## src/rxpd_pkg.sv

```systemverilog
// Purpose: Shared constants, types and helpers of the receive test pattern detector
// Assumes: One receive framer channel, 8-bit register port
// Notes: Pattern codes follow the 4-bit select field of the control register
package rxpd_pkg;

  // Register offsets on the plain register port
  localparam logic [7:0] RXPD_OFS_CTRL = 8'h00;
  localparam logic [7:0] RXPD_OFS_STATUS = 8'h01;
  localparam logic [7:0] RXPD_OFS_ERRCNT = 8'h02;
  localparam logic [7:0] RXPD_OFS_IRQ_STAT = 8'h03;
  localparam logic [7:0] RXPD_OFS_IRQ_MASK = 8'h04;

  // Reset values
  localparam logic [7:0] RXPD_CTRL_RST = 8'h00;
  localparam logic [7:0] RXPD_MASK_RST = 8'h00;

  // Control register fields
  localparam int RXPD_CTRL_ENABLE_BIT = 0;
  localparam int RXPD_CTRL_BLKSEL_BIT = 2;
  localparam int RXPD_CTRL_UNFRAMED_BIT = 3;
  localparam int RXPD_CTRL_PAT_LSB = 4;

  // Detector status fields
  localparam int RXPD_STAT_LOCKED_BIT = 0;
  localparam int RXPD_STAT_ERR_BIT = 1;
  localparam int RXPD_STAT_SEARCH_BIT = 2;

  // Interrupt status and mask fields
  localparam int RXPD_IRQ_LOCK_BIT = 0;
  localparam int RXPD_IRQ_ERR_BIT = 1;
  localparam int RXPD_IRQ_W = 2;

  // Search and check history
  localparam int RXPD_HIST_W = 23;
  localparam int RXPD_QRSS_ZERO_RUN = 14;
  localparam logic [5:0] RXPD_LOCK_MATCHES = 6'h20;
  localparam logic [7:0] RXPD_ERRCNT_MAX = 8'hFF;

  typedef enum logic [3:0] {
    RXPD_PAT_MARK = 4'b0000,
    RXPD_PAT_QRSS = 4'b0001,
    RXPD_PAT_P5 = 4'b0010,
    RXPD_PAT_P6 = 4'b0011,
    RXPD_PAT_P9A = 4'b0100,
    RXPD_PAT_P9B = 4'b0101,
    RXPD_PAT_P11 = 4'b0110,
    RXPD_PAT_P11R = 4'b0111,
    RXPD_PAT_P15 = 4'b1000,
    RXPD_PAT_P20A = 4'b1001,
    RXPD_PAT_P20B = 4'b1010,
    RXPD_PAT_P23 = 4'b1011,
    RXPD_PAT_ALT = 4'b1100
  } rxpd_pat_t;

  typedef enum logic [1:0] {
    RXPD_ST_IDLE = 2'b00,
    RXPD_ST_SEARCH = 2'b01,
    RXPD_ST_LOCKED = 2'b10
  } rxpd_state_t;

  typedef struct packed {
    logic wr;
    logic rd;
    logic [7:0] addr;
    logic [7:0] wdata;
  } rxpd_bus_req_t;

  typedef struct packed {
    logic bit_en;
    logic data;
    logic overhead;
  } rxpd_rx_t;

  typedef struct packed {
    logic [4:0] a;
    logic [4:0] b;
  } rxpd_taps_t;

  // Codes above the alternating pattern select nothing
  function automatic logic rxpd_code_valid(input logic [3:0] code);
    rxpd_code_valid = (code <= RXPD_PAT_ALT);
  endfunction : rxpd_code_valid

  // Feedback taps of the selected sequence, one-based history positions
  function automatic rxpd_taps_t rxpd_taps(input logic [3:0] code);
    rxpd_taps_t t;
    t = '{a: 5'h01, b: 5'h01};
    case (code)
      RXPD_PAT_QRSS: t = '{a: 5'h11, b: 5'h14};
      RXPD_PAT_P5: t = '{a: 5'h03, b: 5'h05};
      RXPD_PAT_P6: t = '{a: 5'h01, b: 5'h06};
      RXPD_PAT_P9A: t = '{a: 5'h05, b: 5'h09};
      RXPD_PAT_P9B: t = '{a: 5'h04, b: 5'h09};
      RXPD_PAT_P11: t = '{a: 5'h09, b: 5'h0B};
      RXPD_PAT_P11R: t = '{a: 5'h02, b: 5'h0B};
      RXPD_PAT_P15: t = '{a: 5'h0E, b: 5'h0F};
      RXPD_PAT_P20A: t = '{a: 5'h03, b: 5'h14};
      RXPD_PAT_P20B: t = '{a: 5'h11, b: 5'h14};
      RXPD_PAT_P23: t = '{a: 5'h12, b: 5'h17};
      default: t = '{a: 5'h01, b: 5'h01};
    endcase
    rxpd_taps = t;
  endfunction : rxpd_taps

endpackage : rxpd_pkg

```

## src/rxpd_expect.sv

```systemverilog
// Purpose: Expected next bit of the selected test pattern
// Assumes: History bit 0 is the newest bit
// Notes: Purely combinational; the caller owns the history
`timescale 1ns/10ps
module rxpd_expect (
  input wire logic [3:0] code,
  input wire logic [rxpd_pkg::RXPD_HIST_W-1:0] hist,
  output logic gen_bit,
  output logic exp_bit
);

  rxpd_pkg::rxpd_taps_t taps;
  logic zero_run;

  always_comb
  begin
    taps = rxpd_pkg::rxpd_taps(code);
    zero_run = (hist[rxpd_pkg::RXPD_QRSS_ZERO_RUN-1:0] == '0);
    unique case (code)
      rxpd_pkg::RXPD_PAT_MARK: gen_bit = 1'b1;
      rxpd_pkg::RXPD_PAT_ALT: gen_bit = ~hist[0];
      default: gen_bit = hist[taps.a - 5'h01] ^ hist[taps.b - 5'h01]; // see R12 see R13
    endcase
    // Zero suppression forces a one after a long run of zeros
    if (code == rxpd_pkg::RXPD_PAT_QRSS && zero_run)
    begin
      exp_bit = 1'b1;
    end
    else
    begin
      exp_bit = gen_bit;
    end
  end

endmodule : rxpd_expect

```

## src/rxpd_irq.sv

```systemverilog
// Purpose: Sticky event bits, mask and level interrupt of the detector
// Assumes: A read of the status register clears it
// Notes: An event in the clearing cycle stays set
`timescale 1ns/10ps
module rxpd_irq (
  input wire logic clock,
  input wire logic sys_rst,
  input wire logic [rxpd_pkg::RXPD_IRQ_W-1:0] events,
  input wire logic [rxpd_pkg::RXPD_IRQ_W-1:0] mask,
  input wire logic clear,
  output logic [rxpd_pkg::RXPD_IRQ_W-1:0] status,
  output logic irq
);

  typedef struct packed {
    logic [rxpd_pkg::RXPD_IRQ_W-1:0] stat;
  } rxpd_irq_st_t;

  rxpd_irq_st_t s_q;
  rxpd_irq_st_t s_d;

  always_comb
  begin
    s_d = s_q;
    if (clear)
    begin
      s_d.stat = '0;
    end
    s_d.stat = s_d.stat | events;
  end

  always_ff @(posedge clock)
  begin
    if (sys_rst)
    begin
      s_q <= '0;
    end
    else
    begin
      s_q <= s_d;
    end
  end

  assign status = s_q.stat;
  assign irq = |(s_q.stat & mask);
endmodule : rxpd_irq

```

## src/rxpd_detector.sv

```systemverilog
// Purpose: Receive test pattern detector of one framer channel
// Assumes: One received bit per cycle with bit_en high; overhead flags framing bits
// Notes: Registers on a plain port, read data one cycle after the read strobe
//
// Operation
// Control register resets to zero; detector idle, no pattern chosen.
// Software writes zero to control before choosing or changing a pattern.
// Writing zero to control clears the detector status.
// Once the pattern is found, stay locked to that alignment.
// While locked, every mismatching received bit counts as a bit error.
// Realignment happens only after control is written with zero.
// Bit 0 enables searching the received data for the chosen pattern.
// Bit 2 selects this detector block; bit 1 is reserved, written zero.
// Bit 3 set checks every bit; clear skips framing overhead bits.
// Bits 4 to 7 choose the expected fixed or random pattern.
// Code zero is all ones; code one is QRSS from taps 17/20.
// Short random sequences with taps 3/5, 1/6, 5/9 and 4/9.
// 2047-bit sequence with taps 9/11 and its reversed variant.
// Sequences 2^15-1, 2^20-1 twice, 2^23-1, and one-zero alternation.
// Software sets the test routing control to zero before pattern work.
// One bit per cycle against a local generator seeded during search.
//
// The implementer's own choices: the register offsets and the strobed register port.
`timescale 1ns/10ps
module rxpd_detector (
  input wire logic clock,
  input wire logic sys_rst,
  input wire rxpd_pkg::rxpd_bus_req_t bus,
  output logic [7:0] rd_data,
  input wire rxpd_pkg::rxpd_rx_t rx,
  output logic irq,
  output logic pattern_locked
);

  typedef struct packed {
    logic [7:0] ctrl;
    logic [rxpd_pkg::RXPD_IRQ_W-1:0] mask;
    rxpd_pkg::rxpd_state_t state;
    logic [rxpd_pkg::RXPD_HIST_W-1:0] hist;
    logic [5:0] match_cnt;
    logic err_seen;
    logic [7:0] err_cnt;
    logic [7:0] rd_data;
  } rxpd_main_st_t;

  rxpd_main_st_t s_q;
  rxpd_main_st_t s_d;

  logic ctrl_wr;
  logic clr_wr;
  logic irq_rd;
  logic [3:0] pat_code;
  logic det_enable;
  logic unframed;
  logic take_bit;
  logic exp_bit;
  logic bit_match;
  logic lock_ev;
  logic err_ev;
  logic [rxpd_pkg::RXPD_IRQ_W-1:0] irq_events;
  logic [rxpd_pkg::RXPD_IRQ_W-1:0] irq_status;
  logic [7:0] status_word;

  assign ctrl_wr = bus.wr && (bus.addr == rxpd_pkg::RXPD_OFS_CTRL);
  assign clr_wr = ctrl_wr && (bus.wdata == 8'h00); // see R3
  assign irq_rd = bus.rd && (bus.addr == rxpd_pkg::RXPD_OFS_IRQ_STAT);

  assign pat_code = s_q.ctrl[rxpd_pkg::RXPD_CTRL_PAT_LSB +: 4];
  assign unframed = s_q.ctrl[rxpd_pkg::RXPD_CTRL_UNFRAMED_BIT];
  // Both enable and block select are needed; unknown codes never search
  assign det_enable = s_q.ctrl[rxpd_pkg::RXPD_CTRL_ENABLE_BIT]
                    && s_q.ctrl[rxpd_pkg::RXPD_CTRL_BLKSEL_BIT]
                    && rxpd_pkg::rxpd_code_valid(pat_code); // see R7
  // Framed mode leaves overhead bits out of both search and check
  assign take_bit = rx.bit_en && (unframed || !rx.overhead);

  rxpd_expect u_expect ( // see R10 see R12 see R13
    .code(pat_code),
    .hist(s_q.hist),
    .gen_bit(),
    .exp_bit(exp_bit)
  );

  assign bit_match = (rx.data == exp_bit);

  always_comb
  begin
    s_d = s_q;
    lock_ev = 1'b0;
    err_ev = 1'b0;

    unique case (s_q.state)
      rxpd_pkg::RXPD_ST_IDLE:
      begin
        if (det_enable)
        begin
          s_d.state = rxpd_pkg::RXPD_ST_SEARCH;
          s_d.match_cnt = '0;
        end
      end
      rxpd_pkg::RXPD_ST_SEARCH:
      begin
        if (!det_enable)
        begin
          s_d.state = rxpd_pkg::RXPD_ST_IDLE;
        end
        else if (take_bit)
        begin
          // Seed the local generator from the line itself
          s_d.hist = {s_q.hist[rxpd_pkg::RXPD_HIST_W-2:0], rx.data};
          if (!bit_match)
          begin
            s_d.match_cnt = '0;
          end
          else if (s_q.match_cnt == rxpd_pkg::RXPD_LOCK_MATCHES - 6'h01)
          begin
            s_d.state = rxpd_pkg::RXPD_ST_LOCKED;
            lock_ev = 1'b1;
          end
          else
          begin
            s_d.match_cnt = s_q.match_cnt + 6'h01;
          end
        end
      end
      rxpd_pkg::RXPD_ST_LOCKED:
      begin
        // Lock holds until control is cleared; no loss-of-lock search
        if (det_enable && take_bit)
        begin
          // Expected bit, so forced ones match the history built in search
          s_d.hist = {s_q.hist[rxpd_pkg::RXPD_HIST_W-2:0], exp_bit};
          if (!bit_match)
          begin
            err_ev = 1'b1;
          end
        end
      end
    endcase

    if (err_ev)
    begin
      s_d.err_seen = 1'b1;
      if (s_q.err_cnt != rxpd_pkg::RXPD_ERRCNT_MAX)
      begin
        s_d.err_cnt = s_q.err_cnt + 8'h01;
      end
    end

    if (ctrl_wr)
    begin
      s_d.ctrl = bus.wdata;
    end
    if (clr_wr)
    begin
      // Only path from lock back to search; status cleared with it
      s_d.state = rxpd_pkg::RXPD_ST_IDLE;
      s_d.hist = '0;
      s_d.match_cnt = '0;
      s_d.err_seen = 1'b0;
      s_d.err_cnt = 8'h00;
    end
    if (bus.wr && bus.addr == rxpd_pkg::RXPD_OFS_IRQ_MASK)
    begin
      s_d.mask = bus.wdata[rxpd_pkg::RXPD_IRQ_W-1:0];
    end

    if (bus.rd)
    begin
      unique case (bus.addr)
        rxpd_pkg::RXPD_OFS_CTRL: s_d.rd_data = s_q.ctrl;
        rxpd_pkg::RXPD_OFS_STATUS: s_d.rd_data = status_word;
        rxpd_pkg::RXPD_OFS_ERRCNT: s_d.rd_data = s_q.err_cnt;
        rxpd_pkg::RXPD_OFS_IRQ_STAT: s_d.rd_data = {6'h00, irq_status};
        rxpd_pkg::RXPD_OFS_IRQ_MASK: s_d.rd_data = {6'h00, s_q.mask};
        default: s_d.rd_data = 8'h00;
      endcase
    end
    else
    begin
      s_d.rd_data = 8'h00;
    end
  end

  always_comb
  begin
    status_word = 8'h00;
    status_word[rxpd_pkg::RXPD_STAT_LOCKED_BIT] = (s_q.state == rxpd_pkg::RXPD_ST_LOCKED);
    status_word[rxpd_pkg::RXPD_STAT_ERR_BIT] = s_q.err_seen;
    status_word[rxpd_pkg::RXPD_STAT_SEARCH_BIT] = (s_q.state == rxpd_pkg::RXPD_ST_SEARCH);
  end

  always_ff @(posedge clock)
  begin
    if (sys_rst)
    begin
      s_q.ctrl <= rxpd_pkg::RXPD_CTRL_RST;
      s_q.mask <= rxpd_pkg::RXPD_MASK_RST[rxpd_pkg::RXPD_IRQ_W-1:0];
      s_q.state <= rxpd_pkg::RXPD_ST_IDLE;
      s_q.hist <= '0;
      s_q.match_cnt <= '0;
      s_q.err_seen <= 1'b0;
      s_q.err_cnt <= 8'h00;
      s_q.rd_data <= 8'h00;
    end
    else
    begin
      s_q <= s_d;
    end
  end

  always_comb
  begin
    irq_events = '0;
    irq_events[rxpd_pkg::RXPD_IRQ_LOCK_BIT] = lock_ev;
    irq_events[rxpd_pkg::RXPD_IRQ_ERR_BIT] = err_ev;
  end

  rxpd_irq u_irq (
    .clock(clock),
    .sys_rst(sys_rst),
    .events(irq_events),
    .mask(s_q.mask),
    .clear(irq_rd),
    .status(irq_status),
    .irq(irq)
  );

  assign rd_data = s_q.rd_data;
  assign pattern_locked = (s_q.state == rxpd_pkg::RXPD_ST_LOCKED);
endmodule : rxpd_detector

```

## config.mk

```make
export PLATFORM = sky130hd
export DESIGN_NAME = rxpd_detector
export DESIGN_NICKNAME = d
export VERILOG_FILES = /design/src/rxpd_pkg.sv /design/src/rxpd_expect.sv /design/src/rxpd_irq.sv /design/src/rxpd_detector.sv
export SDC_FILE = /design/constraint.sdc
export NUM_CORES = 1
export LEC_CHECK = 0
export BUFFER_PORTS_ARGS = -buffer_cell sky130_fd_sc_hd__buf_4
export CAP_MARGIN = 20
export CORE_MARGIN = 10
export CORE_UTILIZATION = 45
export CTS_BUF_LIST = sky130_fd_sc_hd__clkbuf_8
export DETAILED_ROUTE_END_ITERATION = 8
export PLACE_DENSITY = 0.74
export SYNTH_ARGS = -nofsm -noshare
export SYNTH_HDL_FRONTEND = slang
export SYNTH_HIERARCHICAL = 1
export SYNTH_SLANG_ARGS = --single-unit
```

## constraint.sdc

```tcl
create_clock -name clock -period 6.37 [get_ports clock]
set_clock_uncertainty 0.1 [all_clocks]
set_input_delay 0.3185 -clock clock [delete_from_list [all_inputs] [get_ports clock]]
set_output_delay 0.3185 -clock clock [all_outputs]
set_load 0.1 [all_outputs]
```

==> impl_results.md, run 1 <==
* Run status: finished clean
* Type of destination of the critical path: flip-flop
* Final setup slack of the worst path at 1894 ps
* Syn Std Cell Area at 3857 um2
* Worst slew margin relative to its limit at 0.3232
* Max-slew violations at 0
* Post-Syn Instances at 463
* Synthesized area per cell at approximately 8.3 um2
* Layout overhead on the synthesized area at 9.860%
* Maximum number of pins on one net before global-route repair at 41
* Fmax achieved at 223.4 MHz
* Clk Latency, worst-skew pair at 330 ps
* Remaining design rule violation count at 0
* Die W at 112.6 um
* Critical path startpoint category: flip-flop
* Number of DRC markers after the initial detailed-route iteration at between 200 and 250
* TritonCTS buffer count at 9
* Number of vias after detailed routing at 3433
* Peak supply drop at 0.1039 mV
* Drt wl/cell at around 16 um
* Total power at between 0.7 and 0.8 mW
* Die area at between 10000 and 15000 um2
* Worst setup path category: reg -> reg
* Worst hold path type: in -> reg
* Core Region at 8299 um2
* Pre-antenna DRT Iters at 5
* Total I/O pin count at 33
* Warnings, synthesis at 6
* Power per Cell Area at 173.4 nW/um2
* Number of buffers added to fix hold violations after cts at 0
* Worst slack on hold paths at around 130 ps
* Total negative slack for setup checks at 0 ps
* Leakage power of the design at 1.552 nW
* Final Hold Viols at 0
* Antenna violations before repair at 0
* Global-route wire length before repair at 15.13 mm
* Worst slack at placement at 1942 ps
* Cell at the root of the clock tree: clkbuf_8
* Number of gates given a new drive strength after cts at 0
* Die height at 112.6 um
* Required time worst endpoint at 6530 ps
* Count of inserted antenna diode cells at 0
* Clock slew seen by the registers of the worst setup and hold paths at 70 ps
* Clock Sink Count at 60
* TritonCTS clock tree: done
* Transition time of the tightest slew-check pin at 1015 ps
* Effective utilization at floorplan at 0.4648
* Largest stage delay, worst path at 620 ps
* Maximum capacitance violations at 0
* Nets at a little over 500
* Arrival time at the worst endpoint at roughly 4600 ps
* Crit-path most repeated cell: o211a_1
* # rows at 33
* Global route overflow at 0
* Detailed-route vias per instance at around 6
* Fillers at 751
* Maximum fanout encountered on the critical timing path at 15
* Drt total wl at 9.306 mm
* Layout cell share with drive strength beyond 1 at 0.1580
* Ratio of final minimum period to clock period at 0.7026
* Port-buffer cells at 32
* Clock Path Buffers at 2
* Maximum level of the CTS H-tree at 3
* Setup Fix Bufs, Post-CTS at 0
* Final estimated routing congestion in global placement at 0.9341
* Cell with the largest stage delay on the worst path: o31a_1
* Setup repair after global routing missed its margin: false
* Global-route total usage across every layer at 0.1404
* Vias in the first global route at 3064
* Final setup violation count at 0
* Net count after synthesis at 495
* Final period demand of the worst path at 4476 ps
* Count of nets left with antenna violations after detail routing at 0
* Post-DP HPWL at 6.822 mm
* Cell chain of the critical path: inv_1, ha_1, nor2_2, o31a_1, mux2_4, o211a_1, o211a_1, a211oi_2, mux2i_1, xor2_1, or2_1, or4_4, a21oi_2
## through the flow
stage	instance area, um2	utilization	cells
finish	4238	0.5106	586
global route	4238	0.5106	586
CTS	4238	0.5106	586
detailed placement	4044	0.4873	570
global placement	4044	0.4873	570
floorplan	3857	-	463
## sequential cells by signal, indices dropped and copies added (netlist names)
| signal | cells |
|---|---|
| rd_data | 8 |
| s_q | 46 |
| pat_code | 4 |
| u_irq/status | 2 |
## metal layers
layer  global-route usage  vias up  part of all wire
met1               0.1866     1617              0.48
met4              0.04061        0             0.011
met3              0.03355        8             0.051
met5                    0        -                 0
li1                     -     1715                 -
met2               0.2193       93              0.46
## layout by cell type (no fill, tap or decap), types with 7 or more instances in the layout
| cell | n |
|---|---|
| nor4_1 | 9 |
| o211ai_1 | 8 |
| nand2_1 | 58 |
| ha_1 | 9 |
| inv_1 | 18 |
| dfxtp_1 | 60 |
| o21ai_0 | 14 |
| a211oi_1 | 11 |
| buf_4 | 35 |
| nand3_1 | 7 |
| mux2i_1 | 30 |
| nor2_1 | 49 |
| clkbuf_8 | 10 |
| nor3_1 | 8 |
| a21oi_1 | 35 |
## path summary, 6_finish.rpt
check                   start  slack (ps)  cells after the start          end
hold reg to reg       s_q[37]         380                      2      s_q[38]
setup reg to reg  pat_code[0]        1890                     13      s_q[22]
setup / recovery  pat_code[0]        1890                     13      s_q[22]
hold / removal         bus[6]         130                      3  pat_code[2]
## critical path, delay by kind of cell, from the launching register on
| family | cells | cell delay, ps |
|---|---|---|
| muxes | 2 | 710 |
| DFF | 1 | 590 |
| xor gates and xnor gates | 1 | 150 |
| buffers and inverters | 1 | 190 |
| and+or+nand+nor | 3 | 1000 |
| AOI/OAI and AO/OA | 5 | 1380 |
| adders and majority gates | 1 | 300 |
## power by group
part	total (mW)	internal (mW)	switching (mW)
Combinational	0.0293	0.0132	0.0161
Clock	0.330	0.188	0.143
Sequential	0.375	0.375	0.000110
## cell type report
type | instances | area, um2 | share of cell area
multi-input combinational | 354 | 2389 | 0.5636
sequential | 60 | 1201 | 0.2834
timing repair buffer | 35 | 262.8 | 0.06200
clock buffer | 10 | 137.6 | 0.03248
tap | 105 | 131.4 | 0.03100
inverter | 16 | 60.06 | 0.01417
clock inverter | 6 | 56.30 | 0.01329
(Power assumes the default switching activity.)
==> run 2: changes to the inputs <==
clock period = 4.2 ns   (was 6.37 ns; I/O delays follow)
==> run 2 against run 1 <==
Against the previous run:
- die area unchanged
- final cell count increased by 0.68%
- count of clock-buffer cells in the layout unchanged
- via count increased by 2.6%
- sequential power increased by 52%
- setup slack got worse by 1700 ps
- hold slack got worse by 110 ps
- global-route usage increased by 1.4 points
- non-clock buffer count increased by 5
- wire length increased by 4.8%
- clock power increased by 36%
- critical path type unchanged
- largest power group unchanged
- highest routed layer unchanged
==> impl_results.md, run 2 (same netlist as run 1, synthesis figures left out) <==
* Run status: finished clean
* Clock Path Buffers at 2 (unchanged)
* Antenna violations before repair at 0 (unchanged)
* Worst slew margin relative to its limit at 0.3495 (+0.02635)
* Drt total wl at 9.753 mm (+4.8%)
* Share of power burned in the clock network at 0.422 (-0.027)
* Post-route standard cell area excluding fillers at 4298 um2 (+1.4%)
* Cell at the root of the clock tree: clkbuf_8
* Global-route total usage across every layer at 0.1542 (+0.01380)
* Vias in the first global route at 3322 (+8.4%)
* RR Endpoint: s_q[22]
* Critical path capture point: s_q[22]
* Depth of the worst register-to-register path at 13 (unchanged)
* Worst setup path category: reg -> reg
* Detailed-route vias per instance at 5.971 (+1.9%)
* Share of total power in combinational logic at 0.042 (+0.002)
* Maximum fanout encountered on the critical timing path at 8 (-7)
* Startpoint of the most critical register-to-register path: pat_code[0]
* Switching share of power at 0.2349 (+0.01881)
* Setup Fix Bufs, Post-CTS at 0 (unchanged)
* Met3 Track Usage GR at 0.03142 (-0.002130)
* P_sw at 0.2494 mW (+57%)
* # rows at 33 (unchanged)
* Clock Sink Count at 60 (unchanged)
* Effective utilization at floorplan at 0.4648 (unchanged)
* Clk Latency, worst-skew pair at 340 ps (about the same)
* Maximum capacitance violations at 0 (unchanged)
* Reg power frac at 0.536 (+0.025)
* Worst setup path startpoint: pat_code[0]
* Transition time of the tightest slew-check pin at 975.7 ps (-39.52 ps)
* Leakage power of the design at 1.571 nW (+1.2%)
* M2 GR Usage at 0.2492 (+0.02995)
* Count of inserted antenna diode cells at 0 (unchanged)
* Global route overflow at 0 (unchanged)
* Met1 global-route usage at 0.2002 (+0.01362)
* Power per Cell Area at 247.0 nW/um2 (+42%)
* Die W at 112.6 um (unchanged)
* Type of destination of the critical path: flip-flop
* Layout cell share with drive strength beyond 1 at 0.1835 (+0.02550)
* Drt wl/cell at 16.53 um (+4.1%)
* Critical path startpoint category: flip-flop
* Maximum level of the CTS H-tree at 3 (unchanged)
* Fmax achieved at 251.1 MHz (+12%)
* Total power at 1.062 mW (+44%)
* Peak supply drop at 0.1505 mV (+45%)
* Cell internal power dissipation at 0.8123 mW (+41%)
* Port-buffer cells at 32 (unchanged)
* Ratio of final minimum period to clock period at 0.9482 (+0.2456)
* Layout overhead on the synthesized area at 11.42%
* Remaining design rule violation count at 0 (unchanged)
* Number of DRC markers after the initial detailed-route iteration at 207 (-7.2%)
* Total negative slack for setup checks at 0 ps (unchanged)
* Final Hold Viols at 0 (unchanged)
* Setup slack, reg-to-reg at 220 ps (-1680 ps)
* TritonCTS buffer count at 9 (unchanged)
* Cell Area, Placed at 4081 um2 (+0.93%)
* Largest stage delay, worst path at 530 ps (-90 ps)
* Final estimated routing congestion in global placement at 0.9351 (+0.11%)
* Number of buffers added to fix hold violations after cts at 0 (unchanged)
* Post-DP HPWL at 7.163 mm (+5.0%)
* Core Region at 8299 um2 (unchanged)
* Top library cells by usage in the layout, fill and taps aside: nand2_1, dfxtp_1, nor2_1
* Worst hold path type: in -> reg
* Nets at 513 (+0.98%)
* Max-slew violations at 0 (unchanged)
* Arrival time at the worst endpoint at 4150 ps (-490 ps)
* Maximum number of pins on one net before global-route repair at 41 (unchanged)
* Fillers at 764 (+1.7%)
* Total I/O pin count at 33 (unchanged)
* Clock slew seen by the registers of the worst setup and hold paths at 70 ps (about the same)
* Pre-antenna DRT Iters at 5 (unchanged)
* Cell chain of the critical path: inv_1, ha_1, and2_1, o31a_1, o211ai_1, a32oi_1, a211o_1, a21oi_1, mux2i_1, xor2_1, or2_1, or4_4, a21oi_2
* Number of vias after detailed routing at 3523 (+2.6%)
* Global-route wire length before repair at 16.59 mm (+9.7%)
* Required time worst endpoint at 4370 ps (-2160 ps)
* Final setup violation count at 0 (unchanged)
* Final period demand of the worst path at 3983 ps (-493.3 ps)
* Die area at 12680 um2 (unchanged)
* Cell with the largest stage delay on the worst path: or4_4
* TritonCTS clock tree: done
* Flip-flop count of the largest register after layout at 46 (unchanged)
* Register bank with the most flops: s_q
* Busiest layer in global routing: met2
* Count of nets left with antenna violations after detail routing at 0 (unchanged)
* Die height at 112.6 um (unchanged)
run 2: what timing repair did:
action,CTS,global route
setup endpoints to repair,0,14
resized for setup,0,10
endpoints found under the hold margin,0,0
run 2: layout make-up:
cell class | count | area, um2 | share of cell area
sequential | 60 | 1204 | 0.2801
clock buffer | 10 | 137.6 | 0.03202
multi-input combinational | 354 | 2435 | 0.5665
inverter | 16 | 60.06 | 0.01397
tap | 105 | 131.4 | 0.03057
clock inverter | 5 | 30.03 | 0.006987
timing repair buffer | 40 | 300.3 | 0.06987
run 2: stage by stage:
stage	cells	setup WS [ps]	hold slack, ps	util
6_report	590	217.5	21.19	0.5179
5_1_grt	590	-21.89	10.76	0.5179
4_1_cts	590	164.9	5.318	0.5120
3_5_place_dp	575	180.2	366.8	0.4918
3_3_place_gp	575	312.2	351.6	0.4918
2_1_floorplan	463	316.9	179.1	-
run 2: worst min path at each step:
stage,start,end,slack (ps),depth (start not counted)
4_1_cts,bus[3],s_q[53],5,3
3_5_place_dp,bus[3],s_q[53],370,3
3_3_place_gp,s_q[37],s_q[38],350,2
2_1_floorplan,sys_rst,u_irq/status[0],180,1
6_report,bus[3],s_q[53],20,3
5_1_grt,bus[3],s_q[53],10,3
run 2: per-layer routing:
metal | vias up | share of wire
li1 | 1721 | -
met1 | 1678 | 0.46
met2 | 107 | 0.47
met3 | 17 | 0.057
met4 | 0 | 0.015
met5 | - | 0
run 2: power groups by stage:
stage,clock (mW),sequential (mW),combinational [mW]
5_1_grt,0.492,0.569,0.0480
3_5_place_dp,0,0.582,0.0438
6_report,0.448,0.569,0.0443
3_3_place_gp,0,0.582,0.0430
2_1_floorplan,0,0.582,0.0218
4_1_cts,0.461,0.569,0.0438
run 2: worst max-delay path, delay by kind of cell (launching register included):
family / cells / cell delay (ps)
compound gates: 6 / 1460
simple gates: 3 / 1050
flops: 1 / 420
fa+ha+maj: 1 / 390
xor+xnor: 1 / 200
mux: 1 / 150
buf+inv: 1 / 140
